--- config.mk ---
export PLATFORM = sky130hd
export DESIGN_NAME = supply_supervisor_watchdog
export DESIGN_NICKNAME = d
export VERILOG_FILES = /design/src/common/supervisor_pkg.sv /design/src/manual_reset_debounce.sv /design/src/supply_supervisor_watchdog.sv
export SDC_FILE = /design/constraint.sdc
export NUM_CORES = 1
export LEC_CHECK = 0
export BUFFER_PORTS_ARGS = -buffer_cell sky130_fd_sc_hd__buf_2
export CAP_MARGIN = 40
export CORE_MARGIN = 8
export CORE_UTILIZATION = 50
export CTS_CLUSTER_SIZE = 30
export DETAILED_ROUTE_END_ITERATION = 10
export GPL_ROUTABILITY_DRIVEN = 0
export PLACE_DENSITY = 0.72
export SLEW_MARGIN = 20
export SYNTH_ARGS = -nofsm -noshare
export SYNTH_HDL_FRONTEND = slang
export SYNTH_SLANG_ARGS = --single-unit
--- constraint.sdc ---
create_clock -name ref_clk_in -period 2.7 [get_ports ref_clk_in]
set_input_delay 0.405 -clock ref_clk_in [delete_from_list [all_inputs] [get_ports ref_clk_in]]
set_output_delay 0.405 -clock ref_clk_in [all_outputs]
set_load 0.02 [all_outputs]
--- src/common/supervisor_pkg.sv ---
// Purpose: Shared constants and types for the supply supervisor watchdog.
// Assumes: 250 MHz core clock; all durations counted on a 1 us timebase.
// Notes:   Times are kept in their own unit; counts are derived from them.

package supervisor_pkg;

  // ---------------------------------------------------------------
  // Clock and timebase
  // ---------------------------------------------------------------
  localparam int unsigned CLK_PERIOD_NS = 4;
  localparam int unsigned TICK_NS = 1000;
  // Least time, so round up to whole clock cycles.
  localparam int unsigned TICK_CYCLES =
    (TICK_NS + CLK_PERIOD_NS - 1) / CLK_PERIOD_NS;
  localparam int unsigned TICKS_PER_MS = 1000000 / TICK_NS;
  localparam int unsigned PRESC_W = 8;
  localparam logic [PRESC_W-1:0] PRESC_LAST = PRESC_W'(TICK_CYCLES - 1);

  // ---------------------------------------------------------------
  // Durations in milliseconds
  // ---------------------------------------------------------------
  localparam int unsigned RESET_ACTIVE_MS = 610;
  localparam int unsigned WD_LOW_MS = 150;
  localparam int unsigned WD_FLOAT_MS = 600;
  localparam int unsigned WD_HIGH_MS = 1200;
  localparam int unsigned DEBOUNCE_MS = 4;

  // ---------------------------------------------------------------
  // Terminal counts in timebase ticks
  // ---------------------------------------------------------------
  localparam int unsigned CNT_W = 22;
  localparam logic [CNT_W-1:0] RESET_TICKS_DEF =
    CNT_W'(RESET_ACTIVE_MS * TICKS_PER_MS);
  localparam logic [CNT_W-1:0] WD_LOW_TICKS_DEF =
    CNT_W'(WD_LOW_MS * TICKS_PER_MS);
  localparam logic [CNT_W-1:0] WD_FLOAT_TICKS_DEF =
    CNT_W'(WD_FLOAT_MS * TICKS_PER_MS);
  localparam logic [CNT_W-1:0] WD_HIGH_TICKS_DEF =
    CNT_W'(WD_HIGH_MS * TICKS_PER_MS);
  localparam logic [CNT_W-1:0] DEBOUNCE_TICKS_DEF =
    CNT_W'(DEBOUNCE_MS * TICKS_PER_MS);
  localparam logic [CNT_W-1:0] CNT_ZERO = 22'h000000;
  localparam logic [CNT_W-1:0] CNT_ONE = 22'h000001;

  // ---------------------------------------------------------------
  // Pin encodings
  // ---------------------------------------------------------------
  localparam logic [1:0] TSEL_LOW = 2'h0;
  localparam logic [1:0] TSEL_FLOAT = 2'h1;
  localparam logic [1:0] TSEL_HIGH = 2'h2;
  localparam logic THR_5PCT = 1'h0;
  localparam logic THR_10PCT = 1'h1;

  // ---------------------------------------------------------------
  // Reset sequencer states
  // ---------------------------------------------------------------
  typedef enum logic [1:0] {
    st_hold = 2'b00,
    st_pulse = 2'b01,
    st_run = 2'b10
  } sup_state_e;

endpackage

--- src/manual_reset_debounce.sv ---
// Purpose: Debounce filter for the active-low manual reset input.
// Assumes: Input is synchronous to ref_clk_in; tick is a one-cycle pulse.
// Notes:   The filtered level only flips after a full stable interval.

`timescale 1ns/10ps
`default_nettype none

module manual_reset_debounce #(
  parameter logic [supervisor_pkg::CNT_W-1:0] DEBOUNCE_TICKS =
    supervisor_pkg::DEBOUNCE_TICKS_DEF
) (
  // Clock and reset.
  input wire logic ref_clk_in,
  input wire logic nrst_in,
  // Timebase and raw input.
  input wire logic tick_in,
  input wire logic manual_reset_n_in,
  // Filtered press level, high while the button is held.
  output logic pressed_out
);

  logic raw_ff;
  logic nxt_raw;
  logic stable_ff;
  logic nxt_stable;
  logic [supervisor_pkg::CNT_W-1:0] cnt_ff;
  logic [supervisor_pkg::CNT_W-1:0] nxt_cnt;

  // ---------------------------------------------------------------
  // Filter
  // ---------------------------------------------------------------

  // Any disagreement shorter than the interval restarts the count, so
  // a glitch never reaches the reset logic.
  always_comb begin
    nxt_raw = manual_reset_n_in;
    nxt_stable = stable_ff;
    nxt_cnt = cnt_ff;
    if (raw_ff == stable_ff) begin
      nxt_cnt = supervisor_pkg::CNT_ZERO;
    end else if (tick_in) begin
      if (cnt_ff == DEBOUNCE_TICKS - supervisor_pkg::CNT_ONE) begin
        nxt_stable = raw_ff;
        nxt_cnt = supervisor_pkg::CNT_ZERO;
      end else begin
        nxt_cnt = cnt_ff + supervisor_pkg::CNT_ONE;
      end
    end
  end

  // Released is the safe starting level.
  always_ff @(posedge ref_clk_in) begin
    if (!nrst_in) begin
      raw_ff <= 1'b1;
      stable_ff <= 1'b1;
      cnt_ff <= supervisor_pkg::CNT_ZERO;
    end else begin
      raw_ff <= nxt_raw;
      stable_ff <= nxt_stable;
      cnt_ff <= nxt_cnt;
    end
  end

  assign pressed_out = ~stable_ff;

endmodule // manual_reset_debounce

`default_nettype wire

--- src/supply_supervisor_watchdog.sv ---
// Purpose: Supply supervisor with manual reset and watchdog, driving a
//          complementary reset pair toward a host processor.
// Assumes: Supply comparator is abstracted as supply_good_in; all other
//          inputs are synchronous to ref_clk_in.
// Notes:   Durations are counted on a free-running 1 us timebase.
//
// Behaviour
// Hold reset at least 250 ms after supply becomes good, power-up included.
// Active-high reset plus open-drain active-low reset, always its inverse.
// Reset on supply low, manual press, missed strobe or power-up.
// Assert both resets within 50 us of detecting low supply.
// Each reset pulse lasts 250 ms to 1000 ms, 610 ms typical.
// Threshold select picks 5 percent when low, 10 percent when high.
// Manual reset held low over 20 ms is always recognised as reset.
// Keep reset at least 250 ms after manual reset is released.
// Manual reset input is debounced so glitches cause no reset.
// Timeout select: low 150 ms, floating 600 ms, high 1200 ms.
// Watchdog runs only while reset outputs are inactive.
// Missing strobe falling edge within timeout gives a reset pulse.
// Each strobe falling edge in time restarts the watchdog from zero.
// Strobe pulses down to 20 ns are detected at full clock rate.
// Host must strobe at least once every timeout period.
// All durations count a free-running timebase with parameter limits.
// Supply-good input is synchronised; low means below threshold.

`timescale 1ns/10ps
`default_nettype none

module supply_supervisor_watchdog #(
  parameter logic [supervisor_pkg::CNT_W-1:0] RESET_TICKS =
    supervisor_pkg::RESET_TICKS_DEF,
  parameter logic [supervisor_pkg::CNT_W-1:0] WD_LOW_TICKS =
    supervisor_pkg::WD_LOW_TICKS_DEF,
  parameter logic [supervisor_pkg::CNT_W-1:0] WD_FLOAT_TICKS =
    supervisor_pkg::WD_FLOAT_TICKS_DEF,
  parameter logic [supervisor_pkg::CNT_W-1:0] WD_HIGH_TICKS =
    supervisor_pkg::WD_HIGH_TICKS_DEF,
  parameter logic [supervisor_pkg::CNT_W-1:0] DEBOUNCE_TICKS =
    supervisor_pkg::DEBOUNCE_TICKS_DEF
) (
  // Clock and reset.
  input wire logic ref_clk_in,
  input wire logic nrst_in,
  // Monitored conditions.
  input wire logic supply_good_in,
  input wire logic manual_reset_n_in,
  input wire logic watchdog_strobe_in,
  // Configuration pins.
  input wire logic [1:0] timeout_select_in,
  input wire logic threshold_select_in,
  // Threshold choice toward the comparator.
  output logic threshold_level_out,
  // Reset pair; the active-low one is open drain.
  output logic reset_out,
  output logic reset_n_out,
  output logic reset_n_oe_out
);

  // ---------------------------------------------------------------
  // Declarations
  // ---------------------------------------------------------------
  logic [supervisor_pkg::PRESC_W-1:0] presc_ff;
  logic [supervisor_pkg::PRESC_W-1:0] nxt_presc;
  logic tick;
  logic supply_meta_ff;
  logic supply_sync_ff;
  logic strobe_prev_ff;
  logic nxt_strobe_prev;
  logic strobe_fall;
  logic mr_pressed;
  logic cause;
  logic [supervisor_pkg::CNT_W-1:0] wd_limit_ff;
  logic [supervisor_pkg::CNT_W-1:0] nxt_wd_limit;
  logic threshold_ff;
  logic nxt_threshold;
  supervisor_pkg::sup_state_e state_ff;
  supervisor_pkg::sup_state_e nxt_state;
  logic [supervisor_pkg::CNT_W-1:0] pulse_cnt_ff;
  logic [supervisor_pkg::CNT_W-1:0] nxt_pulse_cnt;
  logic [supervisor_pkg::CNT_W-1:0] wd_cnt_ff;
  logic [supervisor_pkg::CNT_W-1:0] nxt_wd_cnt;
  logic reset_ff;
  logic nxt_reset;

  // ---------------------------------------------------------------
  // Timebase
  // ---------------------------------------------------------------

  // A prescaler keeps the long counters narrow; the price is up to one
  // microsecond of jitter on each duration, far inside the limits.
  always_comb begin
    if (presc_ff == supervisor_pkg::PRESC_LAST) begin
      nxt_presc = '0;
    end else begin
      nxt_presc = presc_ff + 8'h01;
    end
  end

  always_ff @(posedge ref_clk_in) begin
    if (!nrst_in) begin
      presc_ff <= '0;
    end else begin
      presc_ff <= nxt_presc;
    end
  end

  assign tick = (presc_ff == supervisor_pkg::PRESC_LAST);

  // ---------------------------------------------------------------
  // Input conditioning
  // ---------------------------------------------------------------

  // Two-stage synchroniser; only the second stage is ever looked at.
  // It starts low so power-up looks like a supply that is not yet good.
  always_ff @(posedge ref_clk_in) begin
    if (!nrst_in) begin
      supply_meta_ff <= 1'b0;
      supply_sync_ff <= 1'b0;
    end else begin
      supply_meta_ff <= supply_good_in;
      supply_sync_ff <= supply_meta_ff;
    end
  end

  // The strobe is sampled every core cycle, not on the timebase, so a
  // 20 ns pulse spans several samples and is never missed.
  always_comb begin
    nxt_strobe_prev = watchdog_strobe_in;
  end

  always_ff @(posedge ref_clk_in) begin
    if (!nrst_in) begin
      strobe_prev_ff <= 1'b0;
    end else begin
      strobe_prev_ff <= nxt_strobe_prev;
    end
  end

  assign strobe_fall = strobe_prev_ff & ~watchdog_strobe_in;

  // Manual reset filter.
  manual_reset_debounce #(
    .DEBOUNCE_TICKS(DEBOUNCE_TICKS)
  ) u_debounce (
    .ref_clk_in(ref_clk_in),
    .nrst_in(nrst_in),
    .tick_in(tick),
    .manual_reset_n_in(manual_reset_n_in),
    .pressed_out(mr_pressed)
  );

  // Conditions that hold reset for as long as they last.
  assign cause = ~supply_sync_ff | mr_pressed;

  // ---------------------------------------------------------------
  // Configuration decode
  // ---------------------------------------------------------------

  // The unused code is read as floating, the middle setting.
  always_comb begin
    case (timeout_select_in)
      supervisor_pkg::TSEL_LOW: nxt_wd_limit = WD_LOW_TICKS;
      supervisor_pkg::TSEL_FLOAT: nxt_wd_limit = WD_FLOAT_TICKS;
      supervisor_pkg::TSEL_HIGH: nxt_wd_limit = WD_HIGH_TICKS;
      default: nxt_wd_limit = WD_FLOAT_TICKS;
    endcase
    if (threshold_select_in) begin
      nxt_threshold = supervisor_pkg::THR_10PCT;
    end else begin
      nxt_threshold = supervisor_pkg::THR_5PCT;
    end
  end

  always_ff @(posedge ref_clk_in) begin
    if (!nrst_in) begin
      wd_limit_ff <= WD_LOW_TICKS;
      threshold_ff <= supervisor_pkg::THR_5PCT;
    end else begin
      wd_limit_ff <= nxt_wd_limit;
      threshold_ff <= nxt_threshold;
    end
  end

  // ---------------------------------------------------------------
  // Reset sequencer and watchdog
  // ---------------------------------------------------------------

  // Hold waits for every cause to clear, pulse times the guaranteed
  // width, and run watches the strobe. A new cause during a pulse goes
  // back to hold, so the full width is counted again once it clears.
  always_comb begin
    nxt_state = state_ff;
    nxt_pulse_cnt = pulse_cnt_ff;
    nxt_wd_cnt = supervisor_pkg::CNT_ZERO;
    case (state_ff)
      supervisor_pkg::st_hold: begin
        nxt_pulse_cnt = supervisor_pkg::CNT_ZERO;
        if (!cause) begin
          nxt_state = supervisor_pkg::st_pulse;
        end
      end
      supervisor_pkg::st_pulse: begin
        if (cause) begin
          nxt_state = supervisor_pkg::st_hold;
        end else if (tick) begin
          if (pulse_cnt_ff == RESET_TICKS - supervisor_pkg::CNT_ONE) begin
            nxt_state = supervisor_pkg::st_run;
          end else begin
            nxt_pulse_cnt = pulse_cnt_ff + supervisor_pkg::CNT_ONE;
          end
        end
      end
      supervisor_pkg::st_run: begin
        // The watchdog counts only here, with reset inactive.
        nxt_wd_cnt = wd_cnt_ff;
        nxt_pulse_cnt = supervisor_pkg::CNT_ZERO;
        if (cause) begin
          nxt_state = supervisor_pkg::st_hold;
          nxt_wd_cnt = supervisor_pkg::CNT_ZERO;
        end else if (strobe_fall) begin
          // A strobe on the last tick still counts as in time.
          nxt_wd_cnt = supervisor_pkg::CNT_ZERO;
        end else if (tick) begin
          if (wd_cnt_ff >= wd_limit_ff - supervisor_pkg::CNT_ONE) begin
            nxt_state = supervisor_pkg::st_pulse;
            nxt_wd_cnt = supervisor_pkg::CNT_ZERO;
          end else begin
            nxt_wd_cnt = wd_cnt_ff + supervisor_pkg::CNT_ONE;
          end
        end
      end
      default: begin
        nxt_state = supervisor_pkg::st_hold;
        nxt_pulse_cnt = supervisor_pkg::CNT_ZERO;
      end
    endcase
    // Reset is active in every state but run.
    nxt_reset = (nxt_state != supervisor_pkg::st_run);
  end

  // Leaving reset starts in hold, which is the power-up sequence.
  always_ff @(posedge ref_clk_in) begin
    if (!nrst_in) begin
      state_ff <= supervisor_pkg::st_hold;
      pulse_cnt_ff <= supervisor_pkg::CNT_ZERO;
      wd_cnt_ff <= supervisor_pkg::CNT_ZERO;
      reset_ff <= 1'b1;
    end else begin
      state_ff <= nxt_state;
      pulse_cnt_ff <= nxt_pulse_cnt;
      wd_cnt_ff <= nxt_wd_cnt;
      reset_ff <= nxt_reset;
    end
  end

  // ---------------------------------------------------------------
  // Outputs
  // ---------------------------------------------------------------

  // Both pins come from one flop, so they can never disagree. The
  // open-drain pin only ever pulls low; the board pull-up makes high.
  assign reset_out = reset_ff;
  assign reset_n_out = 1'b0;
  assign reset_n_oe_out = reset_ff;
  assign threshold_level_out = threshold_ff;

endmodule // supply_supervisor_watchdog

`default_nettype wire

== After elaboration in Yosys (flattened, before gate mapping) ==
Cells that the tools add are included.
Operators by class
  add/subtract/negate cells: 5
  magnitude comparators: 1
  equal/unequal tests: 8
  muxes and demuxes: 13
  bitwise gates (word level): 10
  reductions and logical operators: 8
Operators with widths (number)
  $add A22 B1 Y22 const B: 3
  $mux W22: 2
  $pmux W21 S2: 1
  $eq A22 B12 Y1 const B: 1
  $eq A22 B20 Y1 const B: 1
  $ge A22 B22 Y1: 1
  $sub A22 B1 Y22 const B: 1
  $mux W2: 8
  $add A8 B1 Y8 const B: 1
  $eq A8 B8 Y1 const B: 1
  $not A1 Y1: 8
  $pmux W2 S3: 1
  $reduce_and A3 Y1: 2
  $eq A2 B2 Y1 const B: 2
  $logic_not A2 Y1: 2
  $reduce_or A2 Y1: 2
  $reduce_or A4 Y1: 1
  $eq A2 B1 Y1 const B: 1
  $ne A2 B2 Y1 const B: 1
  $reduce_and A2 Y1: 1
  $and A1 B1 Y1: 1
  $eq A1 B1 Y1: 1
  $mux W1: 1
  $or A1 B1 Y1: 1
Storage, ports and cells
  flip-flop bits (word level): 105
  input port bits: 8

== Longest topological paths before layout ==
  word-level depth: 8
  gate-level depth with buffers: 9
  gate-level depth less buffers: 8

== Cells and area by module ==
Synthesis repeated with hierarchy kept, for this count alone.
Unflattened totals
  cell total of the unflattened synthesis: 506
  area total of the unflattened synthesis: 4370.4 µm²
Modules (own cells, without submodules)
  supply_supervisor_watchdog: times used 1, cells each 377, area an instance 3264.4 µm²
  manual_reset_debounce: times used 1, cells each 129, area an instance 1106.1 µm²

== Least setup slack after synthesis ==
Ideal clock, no wire load.
  path kind: reg2reg
  from: register wd_limit_ff[20] (netlist name)
  to: register wd_cnt_ff[0] (netlist name)
  arrival: 2.005 ns
  required time: 2.572 ns
  setup slack: 0.568 ns
  cell stages (with the launch flop): 9
  clock period less this slack: 2.132 ns
  path through: dfxtp_1 -> inv_1 -> ha_1 -> or4bb_1 -> nor3_1 -> a211oi_1 -> o211ai_1 -> clkbuf_1 -> nor2_1
On the way
  word-level cells in the longest chain between the ends: 3
RTL lines
  start, declared: line supply_supervisor_watchdog.sv:72  | logic [supervisor_pkg::CNT_W-1:0] wd_limit_ff;
  start signal, assigned: line supply_supervisor_watchdog.sv:179  | wd_limit_ff <= nxt_wd_limit;
  $sub A22 B1 Y22: line supply_supervisor_watchdog.sv:224  | if (wd_cnt_ff >= wd_limit_ff - supervisor_pkg::CNT_ONE) begin
  $ge A22 B22 Y1: line supply_supervisor_watchdog.sv:224
  $mux W22: line supply_supervisor_watchdog.sv:224
  end signal, assigned: line supply_supervisor_watchdog.sv:246  | wd_cnt_ff <= supervisor_pkg::CNT_ZERO;
  end signal, assigned: line supply_supervisor_watchdog.sv:251  | wd_cnt_ff <= nxt_wd_cnt;
  end, declared: line supply_supervisor_watchdog.sv:80  | logic [supervisor_pkg::CNT_W-1:0] wd_cnt_ff;
Every way passes these cells.
A chain may end at the register's enable or synchronous reset.

== Worst setup path after layout ==
  from: register pulse_cnt_ff[17] (netlist name)
  to: register reset_ff (netlist: reset_n_oe_out)
On the way
  word-level cells in the longest chain between the ends: 6
RTL lines
  start, declared: line supply_supervisor_watchdog.sv:78  | logic [supervisor_pkg::CNT_W-1:0] pulse_cnt_ff;
  start signal, assigned: line supply_supervisor_watchdog.sv:245  | pulse_cnt_ff <= supervisor_pkg::CNT_ZERO;
  start signal, assigned: line supply_supervisor_watchdog.sv:250  | pulse_cnt_ff <= nxt_pulse_cnt;
  $eq A22 B20 Y1: line supply_supervisor_watchdog.sv:206  | if (pulse_cnt_ff == RESET_TICKS - supervisor_pkg::CNT_ONE) begin
  $mux W2: line supply_supervisor_watchdog.sv:206
  $mux W2: line supply_supervisor_watchdog.sv:205  | end else if (tick) begin
  $mux W2: line supply_supervisor_watchdog.sv:203  | if (cause) begin
  $pmux W2 S3: line supply_supervisor_watchdog.sv:195  | case (state_ff)
  $ne A2 B2 Y1: line supply_supervisor_watchdog.sv:238  | nxt_reset = (nxt_state != supervisor_pkg::st_run);
  end signal, assigned: line supply_supervisor_watchdog.sv:252  | reset_ff <= nxt_reset;
  end, declared: line supply_supervisor_watchdog.sv:82  | logic reset_ff;
Every way passes these cells.

==> summary.txt <==
Status = finished, final reports clean
TNS Setup = 0 ns
Post-detailed-route DRC marker count = 0
CTS tree = yes
Hold Vio Cnt, Final = 0
Largest net degree at the start of global routing = 22
Worst Path Arrival = 2.45 ns
Core area = 8258 um2
Delay-heaviest family, CP = simple AND/OR/NAND/NOR gates
Clock Tree Buf Depth = 2
Post-DP Area = 4471 um2
Clock Latency Late Sink = 0.35 ns
First-pass GRT wire length = 14710 um
IO Pins = 12
Fin crit share = 81.77%
Final Util = 56.38%
Register bit total from synthesis = 89
Post-synth EDFFs = 0
Aggregate global-route resource usage = 15.10%
Pwr Total = 2.257 mW
Global route hottest layer = met2
RSZ-0062 raised after global routing = no
Min Tclk post-route = 2.208 ns
DRT iter0 DRCs = 117
Resized cells post-CTS = 0
Clk sinks = 89
Critical Path Stages = 5
DR vias/cell = 5.590
Syn Inst Count = 490
Mapped Area = 4279 um2
Setup Fix Bufs, Post-CTS = 0
I/O Buffers = 10
Crit. End Element = flop
Mean Syn Cell Area = 8.733 um2
Relative slew slack = 54.93%
Final setup fails = 0
Register area = 1782 um2
Primary FF master, synth = dfxtp_1
Final setup skew = 0.01220 ns
CP cell instances = or4b_4, nor4_4, nand4_2, o21a_1, a211o_1
Worst-path clk slew = 0.08 ns
Antenna violations before repair = 0
Post-DP HPWL = 5997 um
Worst vdd ir = 0.2536 mV
Cell area after layout = 4656 um2
Fmax = 0.4529 GHz
Root Driver = clkbuf_8
Final ANT Viol Nets = 0
Met1 Usage GRT = 19.46%
First-pass DRT Iterations = 4
Worst min path class = primary input to flop
Peak per-stage delay on the critical path = 0.56 ns
Reg-to-reg slack, setup = 0.49 ns
Critical path class = flop to flop
Crit path to = reset_n_oe_out
Layout Nets = 532
Worst path required time = 2.94 ns
Total CTS buffers = 9
Die H = 108.5 um
PwrDens = 484.8 nW/um2
Post-Syn Nets = 516
R2R Path End = reset_n_oe_out
Routed WL = 8368 um
CP Launch Type = flop
Initial Util = 51.82%
Die W = 108.5 um
Worst reg2reg path depth = 5
Async set-reset flop share out of synthesis = 0%
Routed via count = 3438
Ant diodes = 0
Slew @ Worst Pin = 0.6744 ns
Area growth, synth to finish = 8.801%
Multi-input gate area = 2380 um2
Post-synth cell types = 54
# rows = 33
Total grt overflow = 0
Leakage = 1.664 nW
Max-Cap Viols = 0
Critical path's slowest cell = or4b_4
Reg2reg start = pulse_cnt_ff[17]
CTS Hold Bufs = 0
Final Max Tran Viols = 0
Buf/Inv on CP = 0
GR Util met2 = 24.46%
Layout cells sized above 1 = 9.020%
Vias in the first global route = 3285
Yosys warns = 0
Sequential share of the synthesized area = 41.64%
Critical path origin = pulse_cnt_ff[17]
Post-DR wirelength/cell = 13.61 um
Met3 Use GR = 2.796%
Die ar. = 11770 um2
# fillers = 754
Worst-path fanout max = 10
Htree depth = 3
==> cell type report <==
| class | count | area share (%) |
|---|---|---|
| Sequential cell | 89 | 38.27 |
| Clock buffer | 10 | 2.741 |
| Timing Repair Buffer | 20 | 2.687 |
| Tap cell | 105 | 2.822 |
| Clock inverter | 5 | 1.236 |
| Inverter | 14 | 1.129 |
| Multi-Input combinational cell | 372 | 51.12 |
==> synthesized netlist by cell type, drive strengths merged (3+ instances only) <==
cell	count	area (um2)
a211o	4	36.29
a211oi	11	82.58
a21oi	9	45.04
a31oi	3	18.77
and2	5	31.28
and3	11	68.82
and4	6	53.80
buf	4	23.76
clkbuf	11	41.29
dfxtp	89	1782
ha	18	225.2
inv	14	52.55
nand2	43	161.4
nand2b	3	18.77
nand3	27	135.1
nand4	22	143.9
nand4b	5	50.04
nor2	78	295.3
nor2b	4	25.02
nor3	12	60.06
nor4	11	96.34
o21ai	8	40.04
or3	3	18.77
or4	5	37.54
xnor2	27	236.5
xor2	33	289.0
==> routing by layer <==
| metal | part of all wire [%] | routed length (um) |
|---|---|---|
| met1 | 48 | 4029 |
| met2 | 47 | 3916 |
| met3 | 3.8 | 319 |
| met4 | 1.2 | 103 |
| met5 | 0 | 0 |
==> cells in the final DEF, fill, tap and decap left out, types with 4 or more instances in the layout <==
cell type and instances:
nor2_1 77, a21oi_1 9, nor3_1 12, nor2b_1 4, or4_1 5, buf_4 10, a211oi_1 11, xor2_1 33
nand3_1 27, inv_1 14, o21ai_0 8, and2_1 5, and3_1 11, nand4_1 21, ha_1 18, dfxtp_1 89
buf_2 10, nand2_1 43, nand4b_1 4, xnor2_1 27, and4_1 5, clkbuf_8 9, nor4_1 8
==> state kept, by name (all words and copies together) (netlist names) <==
signal,flops
u_debounce.stable_ff,1
wd_cnt_ff,22
state_ff,2
u_debounce.raw_ff,1
supply_sync_ff,1
presc_ff,8
u_debounce.cnt_ff,22
pulse_cnt_ff,22
supply_meta_ff,1
reset_n_oe_out,1
threshold_level_out,1
strobe_prev_ff,1
wd_limit_ff,6
==> worst min-delay path by stage <==
stage | start | to | slack, ns | depth (start not counted)
final | manual_reset_n_in | u_debounce.raw_ff | 0.24 | 2
after global routing | manual_reset_n_in | u_debounce.raw_ff | 0.23 | 2
after CTS | manual_reset_n_in | u_debounce.raw_ff | 0.22 | 2
after detailed placement | supply_meta_ff | supply_sync_ff | 0.43 | 1
after global placement | supply_meta_ff | supply_sync_ff | 0.42 | 1
after floorplan | supply_meta_ff | supply_sync_ff | 0.41 | 1
==> kinds of logic (layout without fill, tap and decap cells) <==
| kind of cell | after synthesis | after routing | share of synthesized area [%] |
|---|---|---|---|
| buffers and inverters | 29 | 49 | 2.748 |
| AND/OR/NAND/NOR | 243 | 243 | 29.80 |
| XOR/XNOR | 60 | 60 | 12.28 |
| other | 1 | 1 | 0.08764 |
| AO/OA/AOI/OAI | 48 | 48 | 7.719 |
| flip-flops | 89 | 89 | 41.64 |
| adder cells (fa/ha/maj) | 18 | 18 | 5.263 |
| multiplexers | 2 | 2 | 0.4679 |
==> where the power goes <==
part / switching, mW / internal, mW
Sequential: 0.00765 / 1.32
Clock: 0.450 / 0.421
Combinational: 0.0330 / 0.0209
==> stage by stage <==
step           setup WS (ns)  cells  hold WS [ns]
3_3_place_gp          0.5534    600        0.4164
5_1_grt               0.3873    615        0.2323
3_5_place_dp          0.5252    600        0.4296
2_1_floorplan         0.5677    490        0.4119
4_1_cts               0.5080    615        0.2232
6_report              0.4922    615        0.2404
Power figures use the tool's default switching activity.
